`src/ewsg_pkg.sv`:
```
package ewsg_pkg;
   localparam logic [15:0] WSC_ADDR       = 16'hffff;
   localparam int          WSC_WIDTH      = 16;
   localparam int          WAIT_W         = 3;
   localparam int          PSW_LSB        = 0;
   localparam int          DSW_LSB        = 3;
   localparam int          ISW_LSB        = 6;
   localparam int          BUS_VISIBILITY_SELECT_LSB       = 9;
   localparam int          BUS_VISIBILITY_SELECT_EN_BIT    = 10;
   localparam int          BUS_VISIBILITY_SELECT_PROG_BIT  = 9;
   localparam int          IMPL_BITS      = 11;
   localparam logic [10:0] WSC_RESET      = 11'h7ff;
   localparam logic [1:0]  SPACE_PROG     = 2'h0;
   localparam logic [1:0]  SPACE_DATA     = 2'h1;
   localparam logic [1:0]  SPACE_IO       = 2'h2;
   localparam logic [2:0]  WAIT_ZERO      = 3'h0;

   typedef enum logic [2:0]
   {
      EWSG_IDLE = 3'b001,
      EWSG_WAIT = 3'b010,
      EWSG_DONE = 3'b100
   } ewsg_state_t;
endpackage

```
`src/ewsg_wait_state_gen.sv`:
```
`timescale 1ns/100ps
`default_nettype none
////////////////////////////////////////////////////////////////////////////////
// Function
// RULE1: software picks zero to seven wait states per external space
// RULE2: three 3-bit wait fields: data, program and io space
// RULE3: programmed waits always inserted, whatever the ready level
// RULE4: ready low adds cycles; access never shorter than programmed count
// RULE5: every implemented config bit resets to one
// RULE6: config register sits at io address ffff
// RULE7: each wait field is a plain binary count
// RULE8: bits 2-0 set program space waits
// RULE9: bits 5-3 set data space waits
// RULE10: bits 8-6 set io space waits
// RULE11: visibility field bits 10-9 resets to 11, showing program buses
// RULE12: visibility only while executing from internal memory
// RULE13: bit 10 clear means no internal bus on the pins
// RULE14: bits 10,9 = 10 drive data address and data buses out
// RULE15: bits 10,9 = 11 drive program address and data buses out
// RULE16: bits 15-11 reserved, read as zero
// RULE17: one clock per wait state; new value used from next access
module ewsg_wait_state_gen
(
   // clock and reset
   input  wire logic        clock,
   input  wire logic        reset,
   // cpu io-space register port
   input  wire logic        io_sel,
   input  wire logic        io_wr,
   input  wire logic [15:0] io_addr,
   input  wire logic [15:0] io_wdata,
   output var  logic [15:0] io_rdata,
   // cpu external access request
   input  wire logic        ext_start,
   input  wire logic [1:0]  ext_space,
   output var  logic        ext_busy,
   output var  logic        ext_done,
   // ready pin from external logic
   input  wire logic        ready_pin,
   // internal buses for visibility
   input  wire logic        int_exec,
   input  wire logic [15:0] prog_addr,
   input  wire logic [15:0] prog_data,
   input  wire logic [15:0] data_addr,
   input  wire logic [15:0] data_data,
   // external pin drive for visibility
   output var  logic [15:0] vis_addr,
   output var  logic [15:0] vis_data,
   output var  logic        vis_oe,
   // configuration fields seen by the bus unit
   output var  logic [2:0]  program_space_waits,
   output var  logic [2:0]  data_space_waits,
   output var  logic [2:0]  io_space_waits,
   output var  logic [1:0]  bus_visibility_select
);

   ////////////////////////////////////////////////////////////////////////////////
   // configuration register
   logic [10:0] cfg_q, cfg_d;
   logic        cfg_hit;

   always_comb
   begin
      cfg_hit = io_sel && (io_addr == ewsg_pkg::WSC_ADDR);  // see RULE6
      cfg_d   = cfg_q;
      if (cfg_hit && io_wr)
      begin
         cfg_d = io_wdata[ewsg_pkg::IMPL_BITS-1:0];  // see RULE2
      end
   end

   always_ff @(posedge clock or posedge reset)
   begin
      if (reset)
      begin
         cfg_q <= ewsg_pkg::WSC_RESET;  // see RULE5 see RULE11
      end
      else
      begin
         cfg_q <= cfg_d;
      end
   end

   ////////////////////////////////////////////////////////////////////////////////
   // read data, registered; reserved bits zero
   logic [15:0] rdata_q, rdata_d;

   always_comb
   begin
      rdata_d = 16'h0000;
      if (cfg_hit && !io_wr)
      begin
         rdata_d = {5'h00, cfg_q};  // see RULE16
      end
   end

   always_ff @(posedge clock or posedge reset)
   begin
      if (reset)
      begin
         rdata_q <= 16'h0000;
      end
      else
      begin
         rdata_q <= rdata_d;
      end
   end

   ////////////////////////////////////////////////////////////////////////////////
   // ready pin synchroniser: three stages, change when stages 2 and 3 agree
   logic rdy_s1_q, rdy_s2_q, rdy_s3_q, rdy_q;
   logic rdy_d;

   always_comb
   begin
      rdy_d = rdy_q;
      if (rdy_s2_q == rdy_s3_q)
      begin
         rdy_d = rdy_s3_q;
      end
   end

   always_ff @(posedge clock or posedge reset)
   begin
      if (reset)
      begin
         rdy_s1_q <= 1'b1;
         rdy_s2_q <= 1'b1;
         rdy_s3_q <= 1'b1;
         rdy_q    <= 1'b1;
      end
      else
      begin
         rdy_s1_q <= ready_pin;
         rdy_s2_q <= rdy_s1_q;
         rdy_s3_q <= rdy_s2_q;
         rdy_q    <= rdy_d;
      end
   end

   ////////////////////////////////////////////////////////////////////////////////
   // wait-state sequencer
   // fields are sampled at start, so a write mid-access only hits the next one
   ewsg_pkg::ewsg_state_t st_q, st_d;
   logic [2:0]            cnt_q, cnt_d;
   logic [2:0]            sel_waits;
   logic                  busy_d, done_d;
   logic                  busy_q, done_q;

   always_comb
   begin
      unique case (ext_space)
         ewsg_pkg::SPACE_DATA: sel_waits = cfg_q[ewsg_pkg::DSW_LSB +: ewsg_pkg::WAIT_W];  // see RULE9
         ewsg_pkg::SPACE_IO:   sel_waits = cfg_q[ewsg_pkg::ISW_LSB +: ewsg_pkg::WAIT_W];  // see RULE10
         default:              sel_waits = cfg_q[ewsg_pkg::PSW_LSB +: ewsg_pkg::WAIT_W];  // see RULE8
      endcase
      st_d   = st_q;
      cnt_d  = cnt_q;
      busy_d = 1'b0;
      done_d = 1'b0;
      unique case (st_q)
         ewsg_pkg::EWSG_IDLE:
         begin
            if (ext_start)
            begin
               cnt_d  = sel_waits;  // see RULE7 see RULE17
               busy_d = 1'b1;
               st_d   = ewsg_pkg::EWSG_WAIT;
            end
         end
         ewsg_pkg::EWSG_WAIT:
         begin
            busy_d = 1'b1;
            // programmed count runs regardless of ready; ready only extends
            if (cnt_q != ewsg_pkg::WAIT_ZERO)
            begin
               cnt_d = cnt_q - 3'h1;  // see RULE3 see RULE1
            end
            else if (rdy_q)
            begin
               busy_d = 1'b0;
               done_d = 1'b1;
               st_d   = ewsg_pkg::EWSG_DONE;
            end  // see RULE4
         end
         ewsg_pkg::EWSG_DONE:
         begin
            st_d = ewsg_pkg::EWSG_IDLE;
         end
         default:
         begin
            st_d = ewsg_pkg::EWSG_IDLE;
         end
      endcase
   end

   always_ff @(posedge clock or posedge reset)
   begin
      if (reset)
      begin
         st_q   <= ewsg_pkg::EWSG_IDLE;
         cnt_q  <= ewsg_pkg::WAIT_ZERO;
         busy_q <= 1'b0;
         done_q <= 1'b0;
      end
      else
      begin
         st_q   <= st_d;
         cnt_q  <= cnt_d;
         busy_q <= busy_d;
         done_q <= done_d;
      end
   end

   ////////////////////////////////////////////////////////////////////////////////
   // bus visibility mux
   logic [15:0] va_q, va_d, vd_q, vd_d;
   logic        voe_q, voe_d;

   always_comb
   begin
      va_d  = 16'h0000;
      vd_d  = 16'h0000;
      voe_d = 1'b0;
      // visibility never fights a real external cycle
      if (int_exec && !busy_d && cfg_q[ewsg_pkg::BUS_VISIBILITY_SELECT_EN_BIT])  // see RULE12 see RULE13
      begin
         voe_d = 1'b1;
         if (cfg_q[ewsg_pkg::BUS_VISIBILITY_SELECT_PROG_BIT])
         begin
            va_d = prog_addr;  // see RULE15
            vd_d = prog_data;
         end
         else
         begin
            va_d = data_addr;  // see RULE14
            vd_d = data_data;
         end
      end
   end

   always_ff @(posedge clock or posedge reset)
   begin
      if (reset)
      begin
         va_q  <= 16'h0000;
         vd_q  <= 16'h0000;
         voe_q <= 1'b0;
      end
      else
      begin
         va_q  <= va_d;
         vd_q  <= vd_d;
         voe_q <= voe_d;
      end
   end

   ////////////////////////////////////////////////////////////////////////////////
   // outputs
   always_comb
   begin
      io_rdata              = rdata_q;
      ext_busy              = busy_q;
      ext_done              = done_q;
      vis_addr              = va_q;
      vis_data              = vd_q;
      vis_oe                = voe_q;
      program_space_waits   = cfg_q[ewsg_pkg::PSW_LSB +: ewsg_pkg::WAIT_W];
      data_space_waits      = cfg_q[ewsg_pkg::DSW_LSB +: ewsg_pkg::WAIT_W];
      io_space_waits        = cfg_q[ewsg_pkg::ISW_LSB +: ewsg_pkg::WAIT_W];
      bus_visibility_select = cfg_q[ewsg_pkg::BUS_VISIBILITY_SELECT_LSB +: 2];
   end

endmodule
`default_nettype wire

```
`config.mk`:
```
export PLATFORM = sky130hd
export DESIGN_NAME = ewsg_wait_state_gen
export DESIGN_NICKNAME = d
export VERILOG_FILES = /design/src/ewsg_pkg.sv /design/src/ewsg_wait_state_gen.sv
export SDC_FILE = /design/constraint.sdc
export NUM_CORES = 1
export LEC_CHECK = 0
export BUFFER_PORTS_ARGS = -buffer_cell sky130_fd_sc_hd__buf_2
export CELL_PAD_IN_SITES_DETAIL_PLACEMENT = 1
export CELL_PAD_IN_SITES_GLOBAL_PLACEMENT = 1
export CORE_ASPECT_RATIO = 1.4
export CORE_MARGIN = 5
export CORE_UTILIZATION = 27
export CTS_CLUSTER_SIZE = 12
export DETAILED_ROUTE_END_ITERATION = 12
export PLACE_DENSITY_LB_ADDON = 0.15
export RECOVER_POWER = 50
export SLEW_MARGIN = 20
export SYNTH_ARGS = -nofsm -noshare
export SYNTH_HDL_FRONTEND = slang
export SYNTH_SLANG_ARGS = --single-unit
export TNS_END_PERCENT = 5
```
`constraint.sdc`:
```
create_clock -name clock -period 3.3 [get_ports clock]
set_input_delay 0.33 -clock clock [delete_from_list [all_inputs] [get_ports clock]]
set_output_delay 0.33 -clock clock [all_outputs]
set_load 0.01 [all_outputs]
```
==> results.md <==
| Group | Parameter | Reported |
| --- | --- | --- |
| sta | Final Slew Violations | 0 |
| cells and area | Non-filler instance count after layout | 524 |
| logic synthesis | Post-synthesis instance area | 2783 µm² |
| setup path | Highest cell delay on the worst timing path | 1.21 ns |
| setup path | Crit-path slowest cell | sky130_fd_sc_hd__dfstp_2 |
| sta | Peak Freq | 465.3 MHz |
| logic synthesis | Biggest area consumer among synthesized cells | sky130_fd_sc_hd__dfrtp_1 |
| floorplanning | Count of pins on the block boundary | 167 |
| flow run | Count of maximum capacitance violations | 1 |
| grt | Number of antenna violations at the first check in global routing | 0 |
| cells and area | Area added between synthesis and finish | 44.29% |
| min path | Worst min-delay path category | in -> reg |
| routing | Routed wire per std cell | 15.38 µm |
| clock tree | Clock transition at the registers of the reported paths | 0.06 ns |
| clock tree | Clock tree root driver cell | sky130_fd_sc_hd__clkbuf_16 |
| outcome | Failing checks | max-capacitance violations |
| grt | Via count of the first global-routing pass | 2465 |
| cells and area | Count of fill cells added during filler insertion | 1214 |
| floorplanning | Floorplan die width | 95.80 µm |
| power and ir drop | Sequential power share | 0.396 |
| grt | Total Routing Usage GR | 0.1317 |
| sta | Endpoints failing setup | 0 |
| cells and area | Sequential Area | 1697 µm² |
| clock tree | Max H-tree Level | 3 |
| power and ir drop | Worst IR drop on VDD | 0.2493 mV |
| power and ir drop | Combinational group share of total power | 0.114 |
| sta | Minimum period implied by the final worst setup slack | 2.149 ns |
| grt | Leftover overflow at the end of global routing | 0 |
| setup path | Buf+Inv Stages, Crit Path | 1 |
| grt | Met3 layer usage reported by global route | 0.03922 |
| power and ir drop | Switch Pwr | 516.5 µW |
| power and ir drop | Power share of the clock group | 0.491 |
| logic synthesis | Top-count cell post-synth | sky130_fd_sc_hd__dfrtp_1 |
| setup path | Element type at the critical path end | output pin |
| clock tree | Total setup buffers inserted after CTS | 0 |
| setup path | Cell type group with the largest total delay on the critical path | flip-flops |
| setup path | Critical-path cell list | buf_2 |
| routing | Final routed DRC violation total | 0 |
| grt | Pin count of the biggest net entering global routing | 40 |
| cells and area | Post-layout util | 0.3921 |
| grt | GRT met2 Usage | 0.2473 |
| clock tree | Number of hold buffers added after cts | 0 |
| floorplanning | Standard-cell row count | 44 |
| logic synthesis | Portion of synthesized cell area occupied by the leading cell type | 0.4586 |
| logic synthesis | Gate count of the mapped netlist | 221 |
| grt | Most congested layer reported by global routing | met2 |
| power and ir drop | Switching Share | 0.2276 |
| routing | Final routed wirelength across all metal layers | 8061 µm |
| clock tree | Clock tree sinks | 67 |
| logic synthesis | Sequential area share after synthesis | 0.6097 |
| sta | Final cycle utilization of the critical path | 0.6513 |
| logic synthesis | Syn_area_per_cell | 12.59 µm² |
| floorplanning | Placeable core area | 10240 µm² |
| sta | Unrepaired setup endpoints after global routing | false |
| clock tree | CTS Buf Count | 9 |
| floorplanning | Floorplan die height | 130.1 µm |
| outcome | Result of the run | complete, but fails checks |
| cells and area | Final antenna diode count | 0 |
| setup path | Startpoint Class | flip-flop |
| setup path | Arr. time, crit path | 1.82 ns |
| cells and area | Combined area of the multi-input logic cells | 992.2 µm² |
| power and ir drop | Int Pwr | 1.753 mW |
| sta | Final total negative setup slack | 0 ns |
| clock tree | TritonCTS clock tree | done |
| grt | Met1 track demand over resource in global routing | 0.1310 |
| sta | Slew headroom | 0.01683 |
| sta | Slew at the pin closest to its max-slew limit | 1.473 ns |
| floorplanning | Overall die area | 12470 µm² |
| clock tree | Source-to-sink clock delay at the later pin of the worst-skew pair | 0.33 ns |
| power and ir drop | Power density over the cells | 565.3 nW/µm² |
| logic synthesis | Ranking of synthesized cells by area | sky130_fd_sc_hd__dfrtp_1 46%, sky130_fd_sc_hd__dfstp_2 15%, sky130_fd_sc_hd__mux2i_1 12% |
| clock tree | Cells resized by post-CTS repair | 0 |
| setup path | Critical-path maximum fanout | 35 |
| logic synthesis | Commonest cells in the netlist | 51 x sky130_fd_sc_hd__dfrtp_1, 35 x sky130_fd_sc_hd__nor2_1, 34 x sky130_fd_sc_hd__mux2i_1, 16 x sky130_fd_sc_hd__dfstp_2, 12 x sky130_fd_sc_hd__and2_1 |
| routing | Via density per instance | 4.221 |
| logic synthesis | Synthesized flop and latch total | 67 |
| logic synthesis | Number of synthesized flops with an enable pin | 0 |
| setup path | Worst r2r src | st_q[2] |
| cells and area | Total Nets Final | 490 |
| setup path | First element of the critical path | cfg_q[9] |
| cells and area | Ratio of cells with drive above 1 in the final layout | 0.4663 |
| sta | Hold violation count in the final report | 0 |
| setup path | Crit path kind | reg -> out |
| min path | Origin of the worst min-delay path | ready_pin |
| place | Count of buffers inserted at the top-level ports | 156 |
| place | Global placer's final weighted congestion | 0.7499 |
| logic synthesis | Cell variety after synth | 32 |
| place | Cell count after placement | 508 |
| clock tree | CTS max path bufs | 2 |
| place | HPWL reported at the end of detailed placement | 6239 µm |
| setup path | Register-to-register setup slack | 1.43 ns |
| routing | Violation count after the first detailed-route iteration | 35 |
| grt | Wire length of the first global-routing pass | 12250 µm |
| setup path | Data required time at the worst endpoint | 2.97 ns |
| routing | Detailed-routing iteration count for the pre-antenna-repair pass | 6 |
| logic synthesis | Synth warnings | 0 |
| floorplanning | Starting density of the core | 0.2717 |
| logic synthesis | Proportion of register bits with asynchronous set or reset after synthesis | 1.000 |
| routing | Detail Route Antenna Nets | 0 |
| routing | Via count of the routed design | 2212 |
| sta | Clock tree skew after final layout | 0.005391 ns |
| power and ir drop | Static Leak | 2.038 nW |
| logic synthesis | Ys flop type | sky130_fd_sc_hd__dfrtp_1 |
## path summary, 6_finish.rpt
kind                                            endpoint  cells after the start
worst max-delay path            bus_visibility_select[0]                      1
worst min-delay path                            rdy_s1_q                      1
worst max register to register               vis_addr[3]                      5
worst min register to register                  rdy_s2_q                      0
max in group asynchronous                    vis_addr[1]                      3
min in group asynchronous                    vis_addr[8]                      2
## power groups by stage
stage / registers [mW] / logic [mW] / clock network, mW
CTS: 0.899 / 0.267 / 1.14
floorplan: 0.909 / 0.160 / 0
global route: 0.904 / 0.294 / 1.18
global placement: 0.908 / 0.252 / 0
detailed placement: 0.912 / 0.266 / 0
finish: 0.898 / 0.258 / 1.11
## cell families (layout without fill, tap and decap cells)
kind of cell             count (synthesis)  after routing  synth area share
buffers and inverters                   22            183           0.03912
AO/OA/AOI/OAI                           12             12           0.02608
AND/OR/NAND/NOR                         69             69            0.1219
other                                    1              5          0.001348
adder cells (fa/ha/maj)                  5              5           0.02158
flip-flops                              67             67            0.6097
multiplexers                            45             45            0.1803
## sequential cells by signal, indices dropped and copies added (netlist names), 3 cells and up
register,flops
io_rdata,11
cnt_q,3
vis_data,16
cfg_q,11
vis_addr,16
st_q,3
## cell usage in the layout, fill, tap and decap left out, types with 4 or more instances in the layout
master                        n
sky130_fd_sc_hd__ha_1         4
sky130_fd_sc_hd__conb_1       5
sky130_fd_sc_hd__inv_1        7
sky130_fd_sc_hd__nor2_1      35
sky130_fd_sc_hd__buf_2      134
sky130_fd_sc_hd__dfstp_2     15
sky130_fd_sc_hd__dfrtp_1     51
sky130_fd_sc_hd__mux2_4      10
sky130_fd_sc_hd__and2_1      12
sky130_fd_sc_hd__nand4_1      5
sky130_fd_sc_hd__nand2_1      7
sky130_fd_sc_hd__clkbuf_1    24
sky130_fd_sc_hd__mux2i_1     34
sky130_fd_sc_hd__clkbuf_16    9
## final cells by class
| cell class | count | share of cell area |
|---|---|---|
| Timing Repair Buffer | 160 | 0.1932 |
| Clock buffer | 10 | 0.05952 |
| Multi-Input combinational cell | 136 | 0.2471 |
| Clock inverter | 6 | 0.02805 |
| Sequential cell | 67 | 0.4226 |
| Tap cell | 138 | 0.04300 |
| Inverter | 7 | 0.006544 |
## routing by layer
| layer | routed length, µm | part of all wire | up-vias |
|---|---|---|---|
| met5 | 0 | 0 | - |
| met4 | 125 | 0.016 | 0 |
| met3 | 547 | 0.068 | 10 |
| met2 | 4632 | 0.57 | 75 |
| met1 | 2755 | 0.34 | 1081 |
| li1 | - | - | 1046 |
## through the flow
| step | hold slack (ns) | worst slack [ns] | instance area, µm² | power (mW) |
|---|---|---|---|---|
| after floorplan | 0.3345 | 1.313 | 2798 | 1.069 |
| after global placement | 0.3466 | 1.340 | 3699 | 1.160 |
| after detailed placement | 0.3546 | 1.324 | 3699 | 1.178 |
| after CTS | 0.09470 | 1.086 | 4050 | 2.307 |
| after global routing | 0.09385 | 0.8832 | 4015 | 2.379 |
| final | 0.1126 | 1.151 | 4015 | 2.270 |
Note: power is estimated with default switching activity, not from simulation.
